`src/verilog/adcpd_pkg.sv`:
```
// Package: constants, types and timing counts of the converter power-mode control
package adcpd_pkg;

    // ------------------------------------------------------------
    // Widths and types
    // ------------------------------------------------------------
    localparam int CNT_W = 23;
    localparam int WORD_W = 24;
    localparam int BIT_W = 5;
    localparam int PHASE_W = 21;
    typedef logic [CNT_W-1:0] adcpd_cnt_t;
    typedef logic [BIT_W-1:0] adcpd_bit_t;
    typedef logic [PHASE_W-1:0] adcpd_phase_t;
    typedef enum logic [2:0] {S_OFF, S_WAKE, S_CONV, S_CAL, S_STANDBY} adcpd_state_e;

    // ------------------------------------------------------------
    // Clock source strap and readout bit positions
    // ------------------------------------------------------------
    localparam logic [1:0] CLKSRC_INT = 2'h0;
    localparam logic [1:0] CLKSRC_EXT = 2'h1;
    localparam logic [1:0] CLKSRC_XTAL = 2'h2;
    localparam adcpd_bit_t BIT_LAST = 5'h18;
    localparam adcpd_bit_t BIT_FORCE = 5'h19;
    localparam adcpd_bit_t BIT_CAL = 5'h1a;
    localparam adcpd_bit_t BIT_ONE = 5'h01;
    localparam adcpd_bit_t BIT_NONE = 5'h00;

    // ------------------------------------------------------------
    // Converter clock: 4.9152 MHz as a phase step of the 100 MHz clock
    // ------------------------------------------------------------
    localparam longint FCLK_HZ = 64'd4915200;
    localparam longint SYS_HZ = 64'd100000000;
    localparam adcpd_phase_t PHASE_INC = 21'h00c000;
    localparam adcpd_phase_t PHASE_MOD = 21'h0f4240;

    // ------------------------------------------------------------
    // Times in ns at the nominal converter clock
    // ------------------------------------------------------------
    localparam longint T_CONV_FAST_NS = 64'd12500000;
    localparam longint T_CONV_SLOW_NS = 64'd100000000;
    localparam longint T_STBY_FAST_NS = 64'd12460000;
    localparam longint T_STBY_SLOW_NS = 64'd99960000;
    localparam longint T_SWAKE_FAST_NS = 64'd52510000;
    localparam longint T_SWAKE_SLOW_NS = 64'd401800000;
    localparam longint T_SCAL_FAST_NS = 64'd103000000;
    localparam longint T_SCAL_SLOW_NS = 64'd803000000;
    localparam longint T_CAL_FAST_NS = 64'd101280000;
    localparam longint T_CAL_SLOW_NS = 64'd801020000;
    localparam longint T_WAKE_INT_NS = 64'd7950;
    localparam longint T_WAKE_EXT_NS = 64'd160;
    localparam longint T_WAKE_XTAL_NS = 64'd5600000;

    // Whole converter clock periods, rounded up, at least one
    function automatic longint ticks_of(input longint ns);
        longint t;
        t = (ns * FCLK_HZ + 64'd999999999) / 64'd1000000000;
        return (t < 64'd1) ? 64'd1 : t;
    endfunction

    localparam longint TK_CONV_FAST = ticks_of(T_CONV_FAST_NS);
    localparam longint TK_CONV_SLOW = ticks_of(T_CONV_SLOW_NS);
    localparam longint TK_STBY_FAST = ticks_of(T_STBY_FAST_NS);
    localparam longint TK_STBY_SLOW = ticks_of(T_STBY_SLOW_NS);
    localparam longint TK_SWAKE_FAST = ticks_of(T_SWAKE_FAST_NS);
    localparam longint TK_SWAKE_SLOW = ticks_of(T_SWAKE_SLOW_NS);
    localparam longint TK_SCAL_FAST = ticks_of(T_SCAL_FAST_NS);
    localparam longint TK_SCAL_SLOW = ticks_of(T_SCAL_SLOW_NS);
    localparam longint TK_CAL_FAST = ticks_of(T_CAL_FAST_NS);
    localparam longint TK_CAL_SLOW = ticks_of(T_CAL_SLOW_NS);
    localparam longint TK_WAKE_XTAL = ticks_of(T_WAKE_XTAL_NS);
    localparam adcpd_cnt_t TK_WAKE_INT = adcpd_cnt_t'(ticks_of(T_WAKE_INT_NS));
    localparam adcpd_cnt_t TK_WAKE_EXT = adcpd_cnt_t'(ticks_of(T_WAKE_EXT_NS));

endpackage

```
`src/verilog/adcpd_ctrl.sv`:
```
// Module: standby, calibration and power-down control of the converter
// ------------------------------------------------------------
// What this block does
// - Standby with calibration queued starts offset calibration right at wake-up.
// - First data ready 103 ms (fast rate) or 803 ms (slow) after such wake.
// - First result after standby with calibration is settled and delivered at once.
// - All timings are fixed counts of converter clock periods.
// - Power-down pin low shuts all circuitry; host holds each low pulse 26 us.
// - Power-down resets all state, partial readout and pending calibration included.
// - Power-down is taken mid-readout and the readout is abandoned.
// - Wake time after power-down: 7.95 us internal, 0.16 us external, 5.6 ms crystal.
// - Shift clock high after data ready for 12.46 or 99.96 ms enters standby.
// - Shift clock falling wakes the device to conversion or queued calibration.
// - The 25th shift pulse after a data word drives ready/data high.
// - A new result is announced by driving ready/data low.
// ------------------------------------------------------------
`timescale 1ns/1ps
module adcpd_ctrl #(
    parameter int unsigned P_CONV_FAST = int'(adcpd_pkg::TK_CONV_FAST),
    parameter int unsigned P_CONV_SLOW = int'(adcpd_pkg::TK_CONV_SLOW),
    parameter int unsigned P_STBY_FAST = int'(adcpd_pkg::TK_STBY_FAST),
    parameter int unsigned P_STBY_SLOW = int'(adcpd_pkg::TK_STBY_SLOW),
    parameter int unsigned P_SWAKE_FAST = int'(adcpd_pkg::TK_SWAKE_FAST),
    parameter int unsigned P_SWAKE_SLOW = int'(adcpd_pkg::TK_SWAKE_SLOW),
    parameter int unsigned P_SCAL_FAST = int'(adcpd_pkg::TK_SCAL_FAST),
    parameter int unsigned P_SCAL_SLOW = int'(adcpd_pkg::TK_SCAL_SLOW),
    parameter int unsigned P_CAL_FAST = int'(adcpd_pkg::TK_CAL_FAST),
    parameter int unsigned P_CAL_SLOW = int'(adcpd_pkg::TK_CAL_SLOW),
    parameter int unsigned P_WAKE_XTAL = int'(adcpd_pkg::TK_WAKE_XTAL)
) (
    // Clock and reset
    input wire logic i_clk,
    input wire logic i_rst,
    // Host pins
    input wire logic i_sclk,
    input wire logic i_power_down_n,
    input wire logic i_rate_sel,
    input wire logic [1:0] i_clk_src,
    // Converter core result
    input wire logic [adcpd_pkg::WORD_W-1:0] i_conv_word,
    // Pin and power state outputs
    output logic o_ready_data_out,
    output logic o_analog_on,
    output logic o_clock_on,
    output logic o_standby,
    output logic o_cal_active
);
    import adcpd_pkg::*;

    // ------------------------------------------------------------
    // Pin synchronisers and edges
    // ------------------------------------------------------------
    logic [4:0] meta_r;
    logic [4:0] sync_r;
    logic sclk_d_r;
    always_ff @(posedge i_clk or posedge i_rst) begin
        if (i_rst) begin
            meta_r <= 5'h00;
            sync_r <= 5'h00;
            sclk_d_r <= 1'b0;
        end else begin
            meta_r <= {i_clk_src, i_rate_sel, i_power_down_n, i_sclk};
            sync_r <= meta_r;
            sclk_d_r <= sync_r[0];
        end
    end
    wire sclk_s = sync_r[0];
    wire pdn_s = sync_r[1];
    wire rate_s = sync_r[2];
    wire [1:0] src_s = sync_r[4:3];
    wire sclk_rise = sclk_s && !sclk_d_r;
    wire sclk_fall = !sclk_s && sclk_d_r;

    logic tick;
    adcpd_tick_div u_div (
        .i_clk(i_clk),
        .i_rst(i_rst),
        .o_tick(tick)
    );

    function automatic adcpd_cnt_t pick(input logic fast, input int unsigned f, input int unsigned s);
        return fast ? adcpd_cnt_t'(f) : adcpd_cnt_t'(s);
    endfunction

    // ------------------------------------------------------------
    // State machine
    // ------------------------------------------------------------
    adcpd_state_e state_r;
    adcpd_state_e state_nxt;
    adcpd_cnt_t cnt_r;
    adcpd_cnt_t stby_cnt_r;
    adcpd_bit_t bit_r;
    logic [WORD_W-1:0] shift_r;
    logic have_data_r;
    logic cal_q_r;

    wire cnt_zero = (cnt_r == '0);
    wire cnt_done = tick && cnt_zero;
    wire cal_cmd = sclk_fall && (bit_r == BIT_CAL);
    wire adcpd_cnt_t stby_tgt = pick(rate_s, P_STBY_FAST, P_STBY_SLOW);
    wire stby_arm = (state_r == S_CONV) && sclk_s && have_data_r;
    wire stby_hit = stby_arm && tick && (stby_cnt_r == stby_tgt - 1'b1);

    always_comb begin
        state_nxt = state_r;
        case (state_r)
            S_OFF: if (pdn_s) state_nxt = S_WAKE;
            S_WAKE: if (cnt_done) state_nxt = S_CONV;
            S_CONV: begin
                if (stby_hit) begin
                    state_nxt = S_STANDBY;
                end else if (cal_cmd) begin
                    state_nxt = S_CAL;
                end
            end
            S_CAL: if (cnt_done) state_nxt = S_CONV;
            S_STANDBY: if (sclk_fall) state_nxt = cal_q_r ? S_CAL : S_CONV;
            default: state_nxt = S_OFF;
        endcase
        if (!pdn_s) state_nxt = S_OFF;
    end

    // ------------------------------------------------------------
    // Interval counter selection
    // ------------------------------------------------------------
    wire adcpd_cnt_t wake_tk = (src_s == CLKSRC_XTAL) ? adcpd_cnt_t'(P_WAKE_XTAL) :
        (src_s == CLKSRC_EXT) ? TK_WAKE_EXT : TK_WAKE_INT;
    wire from_stby = (state_r == S_STANDBY);
    wire adcpd_cnt_t cal_tk = from_stby ? pick(rate_s, P_SCAL_FAST, P_SCAL_SLOW) :
        pick(rate_s, P_CAL_FAST, P_CAL_SLOW);
    wire adcpd_cnt_t conv_tk = from_stby ? pick(rate_s, P_SWAKE_FAST, P_SWAKE_SLOW) :
        pick(rate_s, P_CONV_FAST, P_CONV_SLOW);
    wire adcpd_cnt_t load_val = (state_nxt == S_WAKE) ? wake_tk :
        (state_nxt == S_CAL) ? cal_tk : conv_tk;
    wire conv_evt = (state_r == S_CONV) && cnt_done && (state_nxt == S_CONV);
    wire cal_evt = (state_r == S_CAL) && (state_nxt == S_CONV);
    wire result_evt = conv_evt || cal_evt;
    wire cnt_load = ((state_nxt != state_r) && (state_nxt != S_OFF) && (state_nxt != S_STANDBY)) || conv_evt;

    always_ff @(posedge i_clk or posedge i_rst) begin
        if (i_rst) begin
            state_r <= S_OFF;
            cnt_r <= '0;
            stby_cnt_r <= '0;
        end else begin
            state_r <= state_nxt;
            if (cnt_load) begin
                cnt_r <= load_val - 1'b1;
            end else if (tick && !cnt_zero) begin
                cnt_r <= cnt_r - 1'b1;
            end
            if (!stby_arm) begin
                stby_cnt_r <= '0;
            end else if (tick) begin
                stby_cnt_r <= stby_cnt_r + 1'b1;
            end
        end
    end

    // ------------------------------------------------------------
    // Readout and ready/data pin
    // ------------------------------------------------------------
    wire shifting = (state_r == S_CONV) && sclk_rise;
    wire leave_conv = (state_nxt == S_STANDBY) || (state_nxt == S_CAL);

    always_ff @(posedge i_clk or posedge i_rst) begin
        if (i_rst) begin
            o_ready_data_out <= 1'b1;
            shift_r <= '0;
            bit_r <= BIT_NONE;
            have_data_r <= 1'b0;
            cal_q_r <= 1'b0;
        end else if (!pdn_s) begin
            // Readout or queued calibration dies with the power-down
            o_ready_data_out <= 1'b1;
            shift_r <= '0;
            bit_r <= BIT_NONE;
            have_data_r <= 1'b0;
            cal_q_r <= 1'b0;
        end else if (result_evt) begin
            // Word after calibration is settled: no conversions to discard
            shift_r <= i_conv_word;
            o_ready_data_out <= 1'b0;
            bit_r <= BIT_NONE;
            have_data_r <= 1'b1;
            cal_q_r <= 1'b0;
        end else if (state_r == S_CONV && leave_conv) begin
            o_ready_data_out <= 1'b1;
            have_data_r <= 1'b0;
            // The standby hold is itself a rising edge, so 25 pulses leave the count one past forced-high
            cal_q_r <= (state_nxt == S_STANDBY) && (bit_r == BIT_CAL);
        end else if (shifting) begin
            if (bit_r < BIT_LAST) begin
                o_ready_data_out <= shift_r[WORD_W-1];
                shift_r <= {shift_r[WORD_W-2:0], 1'b0};
                bit_r <= bit_r + BIT_ONE;
            end else if (bit_r == BIT_LAST) begin
                o_ready_data_out <= 1'b1;
                bit_r <= BIT_FORCE;
            end else begin
                bit_r <= BIT_CAL;
            end
        end
    end

    // Power state decode; analog stays off until wake-up time is over
    assign o_analog_on = (state_r == S_CONV) || (state_r == S_CAL);
    assign o_clock_on = (state_r != S_OFF);
    assign o_standby = (state_r == S_STANDBY);
    assign o_cal_active = (state_r == S_CAL);
endmodule // adcpd_ctrl

```
`src/verilog/adcpd_tick_div.sv`:
```
// Module: fractional divider making the converter clock enable
`timescale 1ns/1ps
module adcpd_tick_div #(
    parameter adcpd_pkg::adcpd_phase_t P_INC = adcpd_pkg::PHASE_INC,
    parameter adcpd_pkg::adcpd_phase_t P_MOD = adcpd_pkg::PHASE_MOD
) (
    // Clock and reset
    input wire logic i_clk,
    input wire logic i_rst,
    // Converter clock enable
    output logic o_tick
);
    import adcpd_pkg::*;

    adcpd_phase_t acc_r;
    wire adcpd_phase_t sum = acc_r + P_INC;
    wire wrap = (sum >= P_MOD);
    // Phase accumulator keeps the long-run rate exact, so every count stays a count of converter periods
    wire adcpd_phase_t acc_nxt = wrap ? (sum - P_MOD) : sum;

    always_ff @(posedge i_clk or posedge i_rst) begin
        if (i_rst) begin
            acc_r <= '0;
            o_tick <= 1'b0;
        end else begin
            acc_r <= acc_nxt;
            o_tick <= wrap;
        end
    end

endmodule // adcpd_tick_div
```
`config.mk`:
```
export PLATFORM = sky130hd
export DESIGN_NAME = adcpd_ctrl
export DESIGN_NICKNAME = d
export VERILOG_FILES = /design/src/verilog/adcpd_pkg.sv /design/src/verilog/adcpd_ctrl.sv /design/src/verilog/adcpd_tick_div.sv
export SDC_FILE = /design/constraint.sdc
export NUM_CORES = 1
export LEC_CHECK = 0
export ABC_AREA = 1
export BUFFER_PORTS_ARGS = -buffer_cell sky130_fd_sc_hd__buf_2
export CAP_MARGIN = 10
export CORE_ASPECT_RATIO = 1.5
export CORE_MARGIN = 1
export CORE_UTILIZATION = 55
export DETAILED_ROUTE_END_ITERATION = 7
export HOLD_SLACK_MARGIN = 0.08
export PLACE_DENSITY = 0.8
export SLEW_MARGIN = 20
export SYNTH_ARGS = -nofsm -noshare
export SYNTH_HDL_FRONTEND = slang
export SYNTH_HIERARCHICAL = 1
export SYNTH_SLANG_ARGS = --single-unit
```
`constraint.sdc`:
```
create_clock -name i_clk -period 3.9 [get_ports i_clk]
set_clock_uncertainty 0.1 [all_clocks]
set_input_delay 0.195 -clock i_clk [delete_from_list [all_inputs] [get_ports i_clk]]
set_output_delay 0.195 -clock i_clk [all_outputs]
set_load 0.1 [all_outputs]
```
==> results of run 1 <==
routing by layer:
metal  wire [um]  track usage (%)  vias to the layer above
met5           0                0                        -
met4         585            12.71                        0
met3         545            3.728                       43
met2        7881            43.15                      150
met1        6534            30.89                     2913
li1            -                -                     3161
worst reg2reg max path, stage by stage, from the launching register on:
cell and delay (ps):
dfrtp_1 440, nor2_1 120, nand2_1 70, nor2_1 220, nand4_1 200, nand2_1 120
nand3_2 80, nand2_2 150, nand2_1 80, nand2_1 90, nand4_2 110, nand2_4 210
nand2_4 170, buf_4 200, nand2_1 60, nand2_1 80, nor2_1 210, nand2_1 130
nor2_4 230, nand3_1 110, nand2_1 70, nand2_1 50, nand2_1 50, nand2_1 50
through the flow:
| stage | area (um2) | worst slack (ps) |
|---|---|---|
| 4_1_cts | 7570 | 454.5 |
| 6_report | 7570 | 439.2 |
| 3_5_place_dp | 7171 | 485.2 |
| 3_3_place_gp | 7171 | 528.1 |
| 5_1_grt | 7570 | 102.1 |
| 2_1_floorplan | 6892 | 73.82 |
flip-flops by register name, summed over array words and instances (netlist names), 3 cells and up:
name / count
meta_r: 5
state_r: 3
sync_r: 5
bit_r: 5
cnt_r: 23
u_div/acc_r: 15
shift_r: 24
stby_cnt_r: 23
timing repair:
item / 4_1_cts / 5_1_grt
hold endpoints to repair: 96 / 0
buffers inserted: 0 / 0
hold buffers: 10 / 0
cell type report:
type                    count  area, um2
flip-flops and latches    108       2704
clock buffers               9      225.2
clock inverters             7      73.82
multi-input cells         698       3520
well taps                 153      191.4
repair buffers             55      350.3
inverters                 133      505.5
fillers                  1054       4508
power by group through the flow:
stage | sequential [mW] | clock (mW) | combinational (mW)
finish | 1.29 | 0.933 | 0.696
global route | 1.30 | 0.993 | 0.784
CTS | 1.28 | 0.946 | 0.694
detailed placement | 1.30 | 0 | 0.685
global placement | 1.30 | 0 | 0.675
floorplan | 1.29 | 0 | 0.552
logic make-up (layout without fill, tap and decap cells):
group                    after synthesis  in the layout  share of synthesized area, %
AND/OR/NAND/NOR                      552            552                         37.02
AO/OA/AOI/OAI                        116            116                         9.423
XOR/XNOR                              15             15                         1.906
adder cells (fa/ha/maj)               15             15                         2.723
flip-flops                           108            108                         39.23
buffers and inverters                159            204                         9.695
cell usage in the layout, fill, tap and decap left out, types with 4 or more instances in the layout:
cell type,Yosys,routed
nand4_1,15,15
inv_1,119,118
a31oi_1,10,10
nand2_1,278,278
nor2_4,9,9
xor2_1,10,10
nor2_1,93,93
ha_1,15,15
nand3_1,97,97
inv_2,12,12
buf_2,5,35
nand3b_1,4,4
nand2_2,11,11
dlygate4sd3_1,0,10
a21oi_1,20,20
nand2_4,6,6
nand3_2,5,5
nor3b_1,6,6
clkbuf_16,0,9
dfrtp_1,107,107
nor3_1,13,13
nor2_2,6,6
xnor2_1,5,5
o21ai_0,51,51
o21ai_1,17,17
buf_4,4,10
how the worst max path moves through the flow:
stage,to,depth (start not counted),start,slack [ps]
finish,cnt_r[19]$_DFFE_PP0P_,23,cnt_r[3]$_DFFE_PP0P_,440
global route,cnt_r[22]$_DFFE_PP0P_,23,cnt_r[22]$_DFFE_PP0P_,100
global placement,cnt_r[19]$_DFFE_PP0P_,23,cnt_r[3]$_DFFE_PP0P_,530
CTS,cnt_r[19]$_DFFE_PP0P_,23,cnt_r[3]$_DFFE_PP0P_,450
floorplan,cnt_r[20]$_DFFE_PP0P_,20,state_r[2]$_DFF_PP0_,70
detailed placement,cnt_r[17]$_DFFE_PP0P_,23,cnt_r[3]$_DFFE_PP0P_,490
==> summary.md, run 1 <==
The post-synthesis instance area was 6892 um2. The fraction of power spent switching nets is 34.93%, and the worst endpoint required time is 4050 ps. Setup violations remaining at the end of the flow were counted as 0. Worst hold path stage count: 5. Leaving out filler cells and counting taps, the final layout contains 1,163.

The run gives 0 as the global-route congestion overflow total. Global routing used 25.36% of the available tracks across all layers. In this run the power density over the cells is 384.9 nW/um2. The number of synthesized flops with an enable pin works out to 0. For this run, the slowest stage of the critical path takes 440 ps. The max-slew violation total from the final report was 0. For this block, the initial DRC count from the detailed router was 319. The repair_antennas step left the layout with diodes totalling 0.

nand2_1 is the most common cell in the netlist. After legalization and detailed placement, the total HPWL measured 11,060 um. The tools report the net count after synthesis as 1,011.

At the end of routability-driven placement, the weighted congestion stood at 0.9147. Cell taking the most area after synthesis: dfrtp_1. Each instance of the synthesized netlist takes up on average 7.142 um2. Relative to the synthesized area, the layout overhead comes to 9.840%. Counting along the longest clock path gives a buffer depth of 2.

Along the worst path, the maximum fanout reaches 18. Type of the most critical hold path: in2reg. The horizontal extent of the die works out to 93.40 um. The number of warnings issued by yosys was 6. For the finished layout, the period the worst path requires is 3461 ps. The final total power is 2.914 mW, and the power dissipated by switching net loads is 1.018 mW. Number of buffer and inverter instances along the worst setup path: 1.

The number of max-cap violations is 0. Port buffering added 35 buffers. The maximum operating frequency came out at 0.2890 GHz. For this configuration, the core starts out at a cell density of 57.06%. The clock-pin transition on the worst setup and hold timing paths was 80 ps.

The number of sinks on the clock net came out at 108. The initial antenna violation count is 0, and the number of global-route vias before repair is 5,888. Per report_power, the clock group accounts for 32.0% of the total. By area the synthesized netlist is led by dfrtp_1 39%, nand2_1 15%, nand3_1 7.0%. The endpoint arrival time on the critical path is 3620 ps. The startpoint of the worst register-to-register path was cnt_r[3]$_DFFE_PP0P_. For the antenna violation net count after detailed routing, the log shows 0.

The first global-routing pass estimated 26,420 um of wire. For this run, the detailed router's first-pass iteration total came to 5. The maximum number of pins on one net before global-route repair was 73; the reg-to-reg setup timing slack was 440 ps. The total leakage power is 3.582 nW, and the final routed DRC violation total is 0. The later-pin clock latency in the skew report is 360 ps. Traced cell by cell, the critical path runs through nor2_1, nand2_1, nor2_1, nand4_1, nand2_1, nand3_2, nand2_2, nand2_1, nand2_1, nand4_2, nand2_4, nand2_4, buf_4, nand2_1, nand2_1, nor2_1, nand2_1, nor2_4, nand3_1, nand2_1, nand2_1, nand2_1, nand2_1. TritonCTS built the clock tree.

Registers are responsible for 44.1% of the overall power. The tools report the total number of vias as 6,267. The worst slew margin relative to its limit is 42.18%, and the area share of the leading cell type in the synthesized netlist is 38.85%. The worst supply voltage drop on vdd was 237.4 uV; the async set-or-reset flop fraction in the synthesized netlist was 100.0%.

The tree is rooted in a clkbuf_16. For the post-cts repair resize count, the log shows 0. Ranked by instance count, the synthesized netlist is headed by 278 x nand2_1, 119 x inv_1, 107 x dfrtp_1. Setup repair after global routing left no endpoint under its margin. Per report_power, the combinational group accounts for 23.9% of the total. The routed design has 15,550 um of wire. After detailed placement, the design holds a cell count of 1,137.

Among all flip-flop cells after synthesis, the most frequent one is dfrtp_1. The kind of cell adding the most delay to the critical path was simple AND/OR/NAND/NOR gates. Capturing point of the worst reg2reg path: cnt_r[19]$_DFFE_PP0P_. The routed length per placed instance was 13.37 um. The worst setup path is captured at a register.

The run gives 0 ps as the setup TNS. The tools report the number of hold-slack violations in the final timing report as 0. The worst-case reg-to-reg path depth is 23, and the internal power is 1.896 mW. The share of layout cells above drive strength 1 was 12.18%.

The run finished with clean final reports. Average via count per standard cell: 5.389. After technology mapping, the gate count stands at 965. Hold timing on the final database bottoms out at a slack of 84.28 ps. STA classifies the critical path startpoint as a register. The count of state elements after synthesis came out at 108. The critical path is of the reg2reg type.

The tools report the I/O pin count as 36. The number of buffers created by CTS was 9. The net count of the finished layout is 1,051.

The most frequent cell on the critical path is nand2_1. The synthesized netlist contains 47 unique library cells. Measured along the y axis, the die boundary spans 139.1 um. The post-route core utilization came out at 62.67%. After floorplanning, the core was divided into 49 placement rows. The floorplan step defined a die boundary enclosing 12,990 um2. The sequential area share after synthesis came out at 39.23%. Library cell contributing the largest single delay on the critical path: dfrtp_1. The final critical-path share of the clock period was 88.74%; the area inside the core boundary was 12,080 um2.

In this run the most critical hold path is launched from i_conv_word[9]. At the pin with the least slew margin, the transition time is 867.3 ps. For hold timing, the worst endpoint is shift_r[9]$_DFFE_PP0P_. For the depth of the CTS H-tree, the log shows 3.
Power figures use the tool's default switching activity.
==> run 2: changes to the inputs <==
CORE_UTILIZATION = 62   (was 55)
CTS_CLUSTER_DIAMETER = 40   (was not set)
PLACE_DENSITY = 0.88   (was 0.8)
TNS_END_PERCENT = 1   (was not set)
==> run 2 against run 1 <==
Against the previous run: count of clock-buffer cells in the layout stayed put; cell area down 0.38%; global-route usage up 3.3 points; clock power down 1%; register-to-register slack improved by 60 ps; critical path depth did not move; critical path type unchanged.
==> summary.md, run 2 (synthesis gave the netlist of run 1 again) <==
The worst slew margin relative to its limit was 46.35% (+4.2 points). The endpoint arrival time on the critical path is 3550 ps (-70 ps), and the maximum operating frequency is 0.2945 GHz (+1.9%). TritonCTS built the clock tree. The global-route congestion overflow total is 0 (unchanged), and the floorplan die area is 11,550 um2 (-11%).

The final instance area came out at 7541 um2 (-0.38%). The most frequent cell on the critical path is nand2_1. The commonest non-fill, non-tap cell in the layout was nand2_1. The detailed-routing iteration count for the pre-antenna-repair pass was 5 (unchanged); the post-route core utilization was 70.44% (+7.8 points).

The all-layer global routing usage came out at 28.68% (+3.3 points). The clock-pin transition on the worst setup and hold timing paths is 80 ps (about the same), and the power dissipated by switching net loads is 1.013 mW (-0.44%). Setup repair after global routing left no endpoint under its margin. The final routed DRC violation total is 0 (unchanged).

The number of violations reported at the end of detailed-routing iteration 0 is 399 (+25%). The run gives 9 (unchanged) as the number of buffers created by CTS. The power density relative to cell area came out at 385.6 nW/um2 (+0.17%). The run gives 11,250 um (+1.7%) as the post-DP HPWL. The wire length of the first global-routing pass was 26,350 um (-0.26%). The layout-stage area growth over the synthesis result came out at 9.423%. The maximum clock insertion buffer count is 2 (unchanged), and the fraction of power spent switching nets is 34.85% (-0.080 points). Standard cell area after detailed placement: 7148 um2 (-0.31%). The I/O pin count was 36 (unchanged). In the final layout, the registers with the most flip-flops are shift_r: 24 flops, cnt_r: 23 flops, stby_cnt_r: 23 flops.

The final critical-path share of the clock period was 87.07% (-1.7 points); the worst supply voltage drop on vdd was 223.6 uV (-5.8%). The tools report the setup slack at placement as 568.4 ps (+83.18 ps). Number of global-route vias before repair: 6,121 (+4.0%). The logs give 3.567 nW (-0.41%) for the total leakage power and 350 ps (about the same) for the later-pin clock latency in the skew report.

The critical setup path kind is reg2reg. For the setup TNS, the log shows 0 ps (unchanged). For the internal power, the log shows 1.894 mW (about the same). The total length of routed wires was 15,420 um (-0.85%); the number of buffers inserted by port buffering was 35 (unchanged). The share of layout cells above drive strength 1 came out at 12.12% (-0.063 points).

shift_r holds more flip-flops than any other register. The number of post-CTS setup repair buffers was 0 (unchanged); the share of power burned in combinational logic was 23.7% (-0.2 points). The number of max-cap violations was 0 (unchanged).

The run gives 31.8% (-0.2 points) as the clock network power share. The worst setup path is launched from a register. The number of antenna cells inserted is 0 (unchanged), and the maximum number of pins on one net before global-route repair is 67 (-8.2%).

The post-cts repair resize count was 0 (unchanged); the starting density of the core was 64.38% (+7.3 points). The final total power was 2.907 mW (-0.21%); the routed length per placed instance was 13.39 um (+0.18%). The cell count after placement is 1,126 (-0.97%). The number of placement rows is 46 (-6.1%), and the max-slew violation total from the final report is 0 (unchanged).

The biggest fanout along the worst timing path came out at 22 (+4). The number of hold-slack violations in the final timing report was 0 (unchanged); the average via count per standard cell was 5.487 (+1.8%). For the area inside the core boundary, the log shows 10,710 um2 (-11%).

The reg-to-reg setup timing slack is 500 ps (+60 ps). Library cell contributing the largest single delay on the critical path: dfrtp_1. Sequential cell fraction of total power: 44.5% (+0.4 points). The worst setup path is captured at a register. The die outline height was 131.1 um (-5.7%). The run gives 108 (unchanged) as the number of sinks on the clock net.

The tools report the minimum setup slack in the final design as 504.1 ps (+64.90 ps). The worst hold slack after final layout was 83.87 ps (-0.4187 ps); the largest incremental delay on the critical path was 400 ps (-40 ps). Worst endpoint required time: 4050 ps (about the same).

The tools report the total number of vias as 6,316 (+0.78%). The root buffer cell chosen for the clock tree is clkbuf_16. The critical path goes through ha_1, nand2_1, nor3_1, nand2_1, nor2_1, nand3_1, nand2_1, nand2_1, nand2_1, nand2_1, nand4_2, nand2_4, nand2_4, buf_4, nor2_1, nor2_1, nand2_1, nor2_2, nand2_2, inv_2, nand3b_1, nand2_1, inv_1. Leaving out fill and tap cells, the most frequent cells in the layout are 278 x nand2_1, 118 x inv_1, 107 x dfrtp_1, 97 x nand3_1, 93 x nor2_1. The net total in the final layout is 1,048 (-0.29%), and the antenna violation net count after detailed routing is 0 (unchanged). The run gives 0 (unchanged) as the initial antenna violation count. The run finished with clean final reports.

The min-delay analysis places its worst path in the category in2reg. The post-route non-filler standard cell count was 1,151 (-1.0%). The final critical-path required period came out at 3396 ps (-64.90 ps). The flip-flop count of the largest register, all copies and words added is 24 (unchanged), and the number of endpoints failing setup at the final stage is 0 (unchanged). The routability congestion estimate came out at 0.9617 (+5.1%).

The depth of the CTS H-tree came out at 3 (unchanged). The horizontal extent of the die is 88.09 um (-5.7%), and the worst-margin pin slew is 804.7 ps (-62.61 ps).
==> run 2: changes by cell type in the layout (fill, tap and decap cells not counted) <==
cell	before	now
dlygate4sd3_1	10	9
o21ai_1	17	16
buf_4	10	8
inv_8	2	1
inv_6	3	2
o21ai_2	1	2
clkinvlp_4	0	1
inv_12	0	1
==> run 2: critical path: cells and delay by family, from the launching register on <==
kind / cells / cell delay, ps
and+or+nand+nor: 19 / 2170
adders and majority gates: 1 / 230
DFF: 1 / 400
buffers and inverters: 3 / 380
==> run 2: per-layer routing <==
| layer | vias to the layer above | track usage [%] | share of wire [%] |
|---|---|---|---|
| met2 | 165 | 50.30 | 53 |
| met4 | 0 | 15.95 | 4.7 |
| met3 | 70 | 4.523 | 3.7 |
| li1 | 3162 | - | - |
| met1 | 2919 | 32.19 | 38 |
| met5 | - | 0 | 0 |
==> run 2: what timing repair did <==
item | in CTS | in global routing
endpoints found under the setup margin | 0 | 0
hold buffers | 9 | 0
hold endpoints to repair | 88 | 0
==> run 2: layout make-up <==
type                    instances  area (um2)
multi-input cells             698        3523
fillers                       897        3164
flip-flops and latches        108        2704
inverters                     133       505.5
repair buffers                 52       325.3
clock buffers                   9       225.2
well taps                     144       180.2
clock inverters                 7       77.57
==> run 2: worst paths after layout <==
kind	to	cells past startpoint	from
max	cnt_r[22]$_DFFE_PP0P_	23	stby_cnt_r[0]$_DFFE_PP0P_
min	shift_r[13]$_DFFE_PP0P_	5	i_conv_word[13]
max reg2reg	cnt_r[22]$_DFFE_PP0P_	23	stby_cnt_r[0]$_DFFE_PP0P_
min reg2reg	sync_r[1]$_DFF_PP0_	0	meta_r[1]$_DFF_PP0_
max in group asynchronous	shift_r[20]$_DFFE_PP0P_	4	i_rst
min in group asynchronous	u_div/acc_r[20]$_DFF_PP0_	3	i_rst
==> run 2: power by group through the flow <==
| stage | sequential, mW | combinational (mW) | clock [mW] |
|---|---|---|---|
| final | 1.29 | 0.690 | 0.924 |
| after detailed placement | 1.31 | 0.682 | 0 |
| after floorplan | 1.29 | 0.552 | 0 |
| after global placement | 1.31 | 0.666 | 0 |
| after global routing | 1.30 | 0.780 | 0.977 |
| after CTS | 1.29 | 0.690 | 0.936 |
==> run 3: changes to the inputs <==
BUFFER_PORTS_ARGS = not set   (was -buffer_cell sky130_fd_sc_hd__buf_2)
CORE_ASPECT_RATIO = 1.1   (was 1.5)
CORE_UTILIZATION = 65   (was 62)
DONT_BUFFER_PORTS = 1   (was not set)
SETUP_SLACK_MARGIN = 0.02   (was not set)
==> run 3 against run 2 <==
Against the previous run: fmax shrank 4.7%; critical endpoint is now cnt_r[20]$_DFFE_PP0P_; wire length grew 3.7%; setup slack lost 170 ps; hold slack gained 170 ps.
==> summary.md, run 3 (synthesis gave the netlist of run 1 again) <==
The run finished with clean final reports. For the routability congestion estimate, the log shows 0.9371 (-2.6%). The cell sitting at the root of the clock tree is a clkbuf_16. The number of placement rows came out at 39 (-15%). STA classifies the critical path startpoint as a register. The biggest fanout along the worst timing path is 27 (+23%), and the floorplan die area is 11,020 um2 (-4.6%). Later-pin clock latency in the skew report: 360 ps (about the same). The power density relative to cell area is 382.3 nW/um2 (-0.84%), and the detailed-routing iteration count for the pre-antenna-repair pass is 6 (+1). The tools report the maximum clock insertion buffer count as 2 (unchanged). The run gives 0 (unchanged) as the antenna violation net count after detailed routing. In the layout the commonest cells are 278 x nand2_1, 118 x inv_1, 107 x dfrtp_1, 97 x nand3_1, 93 x nor2_1. The final critical-path required period is 3565 ps (+168.9 ps), and the total length of routed wires is 15,980 um (+3.7%). The power dissipated by switching net loads came out at 1.008 mW (-0.50%).

The tools report the worst endpoint required time as 4060 ps (about the same). The clock-pin transition on the worst setup and hold timing paths was 80 ps (about the same); the sequential cell fraction of total power was 44.6% (about the same). Setup repair after global routing left no endpoint under its margin. Fraction of power spent switching nets: 34.80% (-0.042 points). For the maximum operating frequency, the log shows 0.2805 GHz (-4.7%). Post-DP HPWL: 10,720 um (-4.7%).

The largest registers in the layout are shift_r: 24 flops, cnt_r: 23 flops, stby_cnt_r: 23 flops. The global-route congestion overflow total was 0 (unchanged); the post-cts repair resize count was 0 (unchanged). The die outline height was 110.0 um (-16%).

The run gives 108 (unchanged) as the number of sinks on the clock net. The number of buffers inserted by port buffering was 0 (-100%). The run gives 31.1% (-0.7 points) as the clock network power share.

The wire length of the first global-routing pass was 26,840 um (+1.9%). The internal power came out at 1.888 mW (-0.31%). The share of layout cells above drive strength 1 was 8.844% (-3.3 points); the horizontal extent of the die was 100.2 um (+14%). The run gives 2.896 mW (-0.38%) as the final total power. Tracing the worst setup path back leads to its startpoint at cnt_r[16]$_DFFE_PP0P_.

The number of endpoints failing setup at the final stage is 0 (unchanged). The maximum number of pins on one net before global-route repair is 73 (+9.0%). The number of max-cap violations is 0 (unchanged), and the worst-case reg-to-reg path depth is 21 (-8.7%). The max-slew violation total from the final report was 0 (unchanged). The startpoint of the worst register-to-register path is cnt_r[16]$_DFFE_PP0P_. Total leakage power: 3.519 nW (-1.4%). The total number of vias came out at 6,405 (+1.4%). For the number of violations reported at the end of detailed-routing iteration 0, the log shows 394 (-1.3%). Worst slew margin relative to its limit: 41.52% (-4.8 points). The worst hold path belongs to the class reg2reg. The number of hold-slack violations in the final timing report is 0 (unchanged). The endpoint identified for the worst register-to-register timing path is cnt_r[20]$_DFFE_PP0P_.

Depth of the CTS H-tree: 3 (unchanged). The endpoint arrival time on the critical path came out at 3720 ps (+170 ps). The layout-stage area growth over the synthesis result was 9.931%.

The net total in the final layout is 1,036 (-1.1%), and the worst-margin pin slew is 877.3 ps (+72.58 ps). The flip-flop count of the largest register, all copies and words added was 24 (unchanged); the worst hold slack after final layout was 255.4 ps (+171.5 ps). The reg-to-reg setup timing slack came out at 340 ps (-170 ps).

The filler cell count is 805 (-10%), and the average via count per standard cell is 5.628 (+2.6%). The all-layer global routing usage is 30.90% (+2.2 points), and the number of global-route vias before repair is 6,037 (-1.4%). The number of antenna cells inserted came out at 0 (unchanged).

Most flop-heavy register: shift_r. Share of power burned in combinational logic: 24.3% (+0.6 points). The run gives 335.1 ps (-168.9 ps) as the minimum setup slack in the final design. The run gives 10,340 um2 (-3.4%) as the area inside the core boundary. TritonCTS built the clock tree.

The run gives 266.9 uV (+19%) as the worst supply voltage drop on vdd. The termination of the worst setup path was cnt_r[20]$_DFFE_PP0P_. The number of buffers created by CTS was 9 (unchanged). The tools report the critical path endpoint category as a register. The final critical-path share of the clock period came out at 91.41% (+4.3 points). The routed length per placed instance was 14.05 um (+4.9%).

The setup TNS is 0 ps (unchanged), and the setup slack at placement is 420.7 ps (-147.7 ps). The run gives 0 (unchanged) as the final routed DRC violation total. The tools report the starting density of the core as 66.62% (+2.2 points). For the I/O pin count, the log shows 36 (unchanged). The library cell used most frequently in the layout, excluding fill and tap cells, is nand2_1.

The worst setup path is of the reg2reg kind. The initial antenna violation count is 0 (unchanged).
run 3: cell count changes in the layout (fill, tap and decap cells not counted), sizes merged:
| cell | before | now |
|---|---|---|
| clkbuf | 9 | 10 |
| dlygate4sd3 | 9 | 30 |
| buf | 43 | 10 |
| clkinv | 3 | 4 |
| inv | 136 | 134 |
run 3: area by class of cell:
type | count | area, um2 | share of cell area, %
Clock buffer | 10 | 229.0 | 3.022
Sequential cell | 108 | 2704 | 35.69
Timing Repair Buffer | 40 | 375.4 | 4.955
Tap cell | 143 | 178.9 | 2.362
Inverter | 133 | 505.5 | 6.672
Multi-Input combinational cell | 698 | 3523 | 46.51
Clock inverter | 6 | 60.06 | 0.7927
run 3: worst min-delay path by stage:
stage | end | start | slack (ps) | depth (start not counted)
floorplan | u_div/acc_r[10]$_DFFE_PP0P_ | i_rst | 9 | 1
global placement | u_div/acc_r[20]$_DFF_PP0_ | i_rst | 90 | 1
detailed placement | u_div/acc_r[15]$_DFF_PP0_ | i_rst | 110 | 1
CTS | sync_r[2]$_DFF_PP0_ | meta_r[2]$_DFF_PP0_ | 260 | 0
global route | sync_r[2]$_DFF_PP0_ | meta_r[2]$_DFF_PP0_ | 270 | 0
finish | sync_r[2]$_DFF_PP0_ | meta_r[2]$_DFF_PP0_ | 260 | 0
run 3: metal layers:
| layer | global-route usage (%) | part of all wire (%) | vias to the layer above | routed length (um) |
|---|---|---|---|---|
| li1 | - | - | 3146 | - |
| met1 | 36.71 | 42 | 2981 | 6674 |
| met2 | 54.84 | 50 | 225 | 7949 |
| met3 | 4.351 | 5.4 | 53 | 858 |
| met4 | 15.94 | 3.1 | 0 | 502 |
| met5 | 0 | 0 | - | 0 |
run 3: worst max-delay path, stage by stage, from the launching register on:
cell and delay [ps]:
dfrtp_1 410, nor2_1 120, nand2_1 60, nor2_1 190, nand4_1 220, nand2_1 130
nand3_2 80, nand2_2 140, inv_4 70, nor2_8 120, nand3_4 220, nand2_4 350
nand2_1 80, nand2_1 170, ha_1 260, nand3_2 180, nor2_4 230, nand3_1 100
nand2_1 60, nand2_1 50, nand2_1 50, nand2_1 50
run 3: through the flow:
step                      cell area (um2)  util [%]  cells
after CTS                            7576     73.23   1138
final                                7576     73.23   1138
after global placement               6987     67.54   1092
after detailed placement             6987     67.54   1092
after floorplan                      6892         -    965
after global routing                 7576     73.23   1138
run 3: power groups by stage:
stage                     Clock [mW]  Combinational, mW  Sequential [mW]
after detailed placement           0              0.664             1.31
after global routing           0.960              0.791             1.30
final                          0.900              0.704             1.29
after CTS                      0.908              0.696             1.29
after global placement             0              0.645             1.31
after floorplan                    0              0.552             1.29
run 3: timing repair:
item                      4_1_cts  5_1_grt
setup buffers                   0        0
hold buffers                   30        0
hold endpoints to repair      115        0
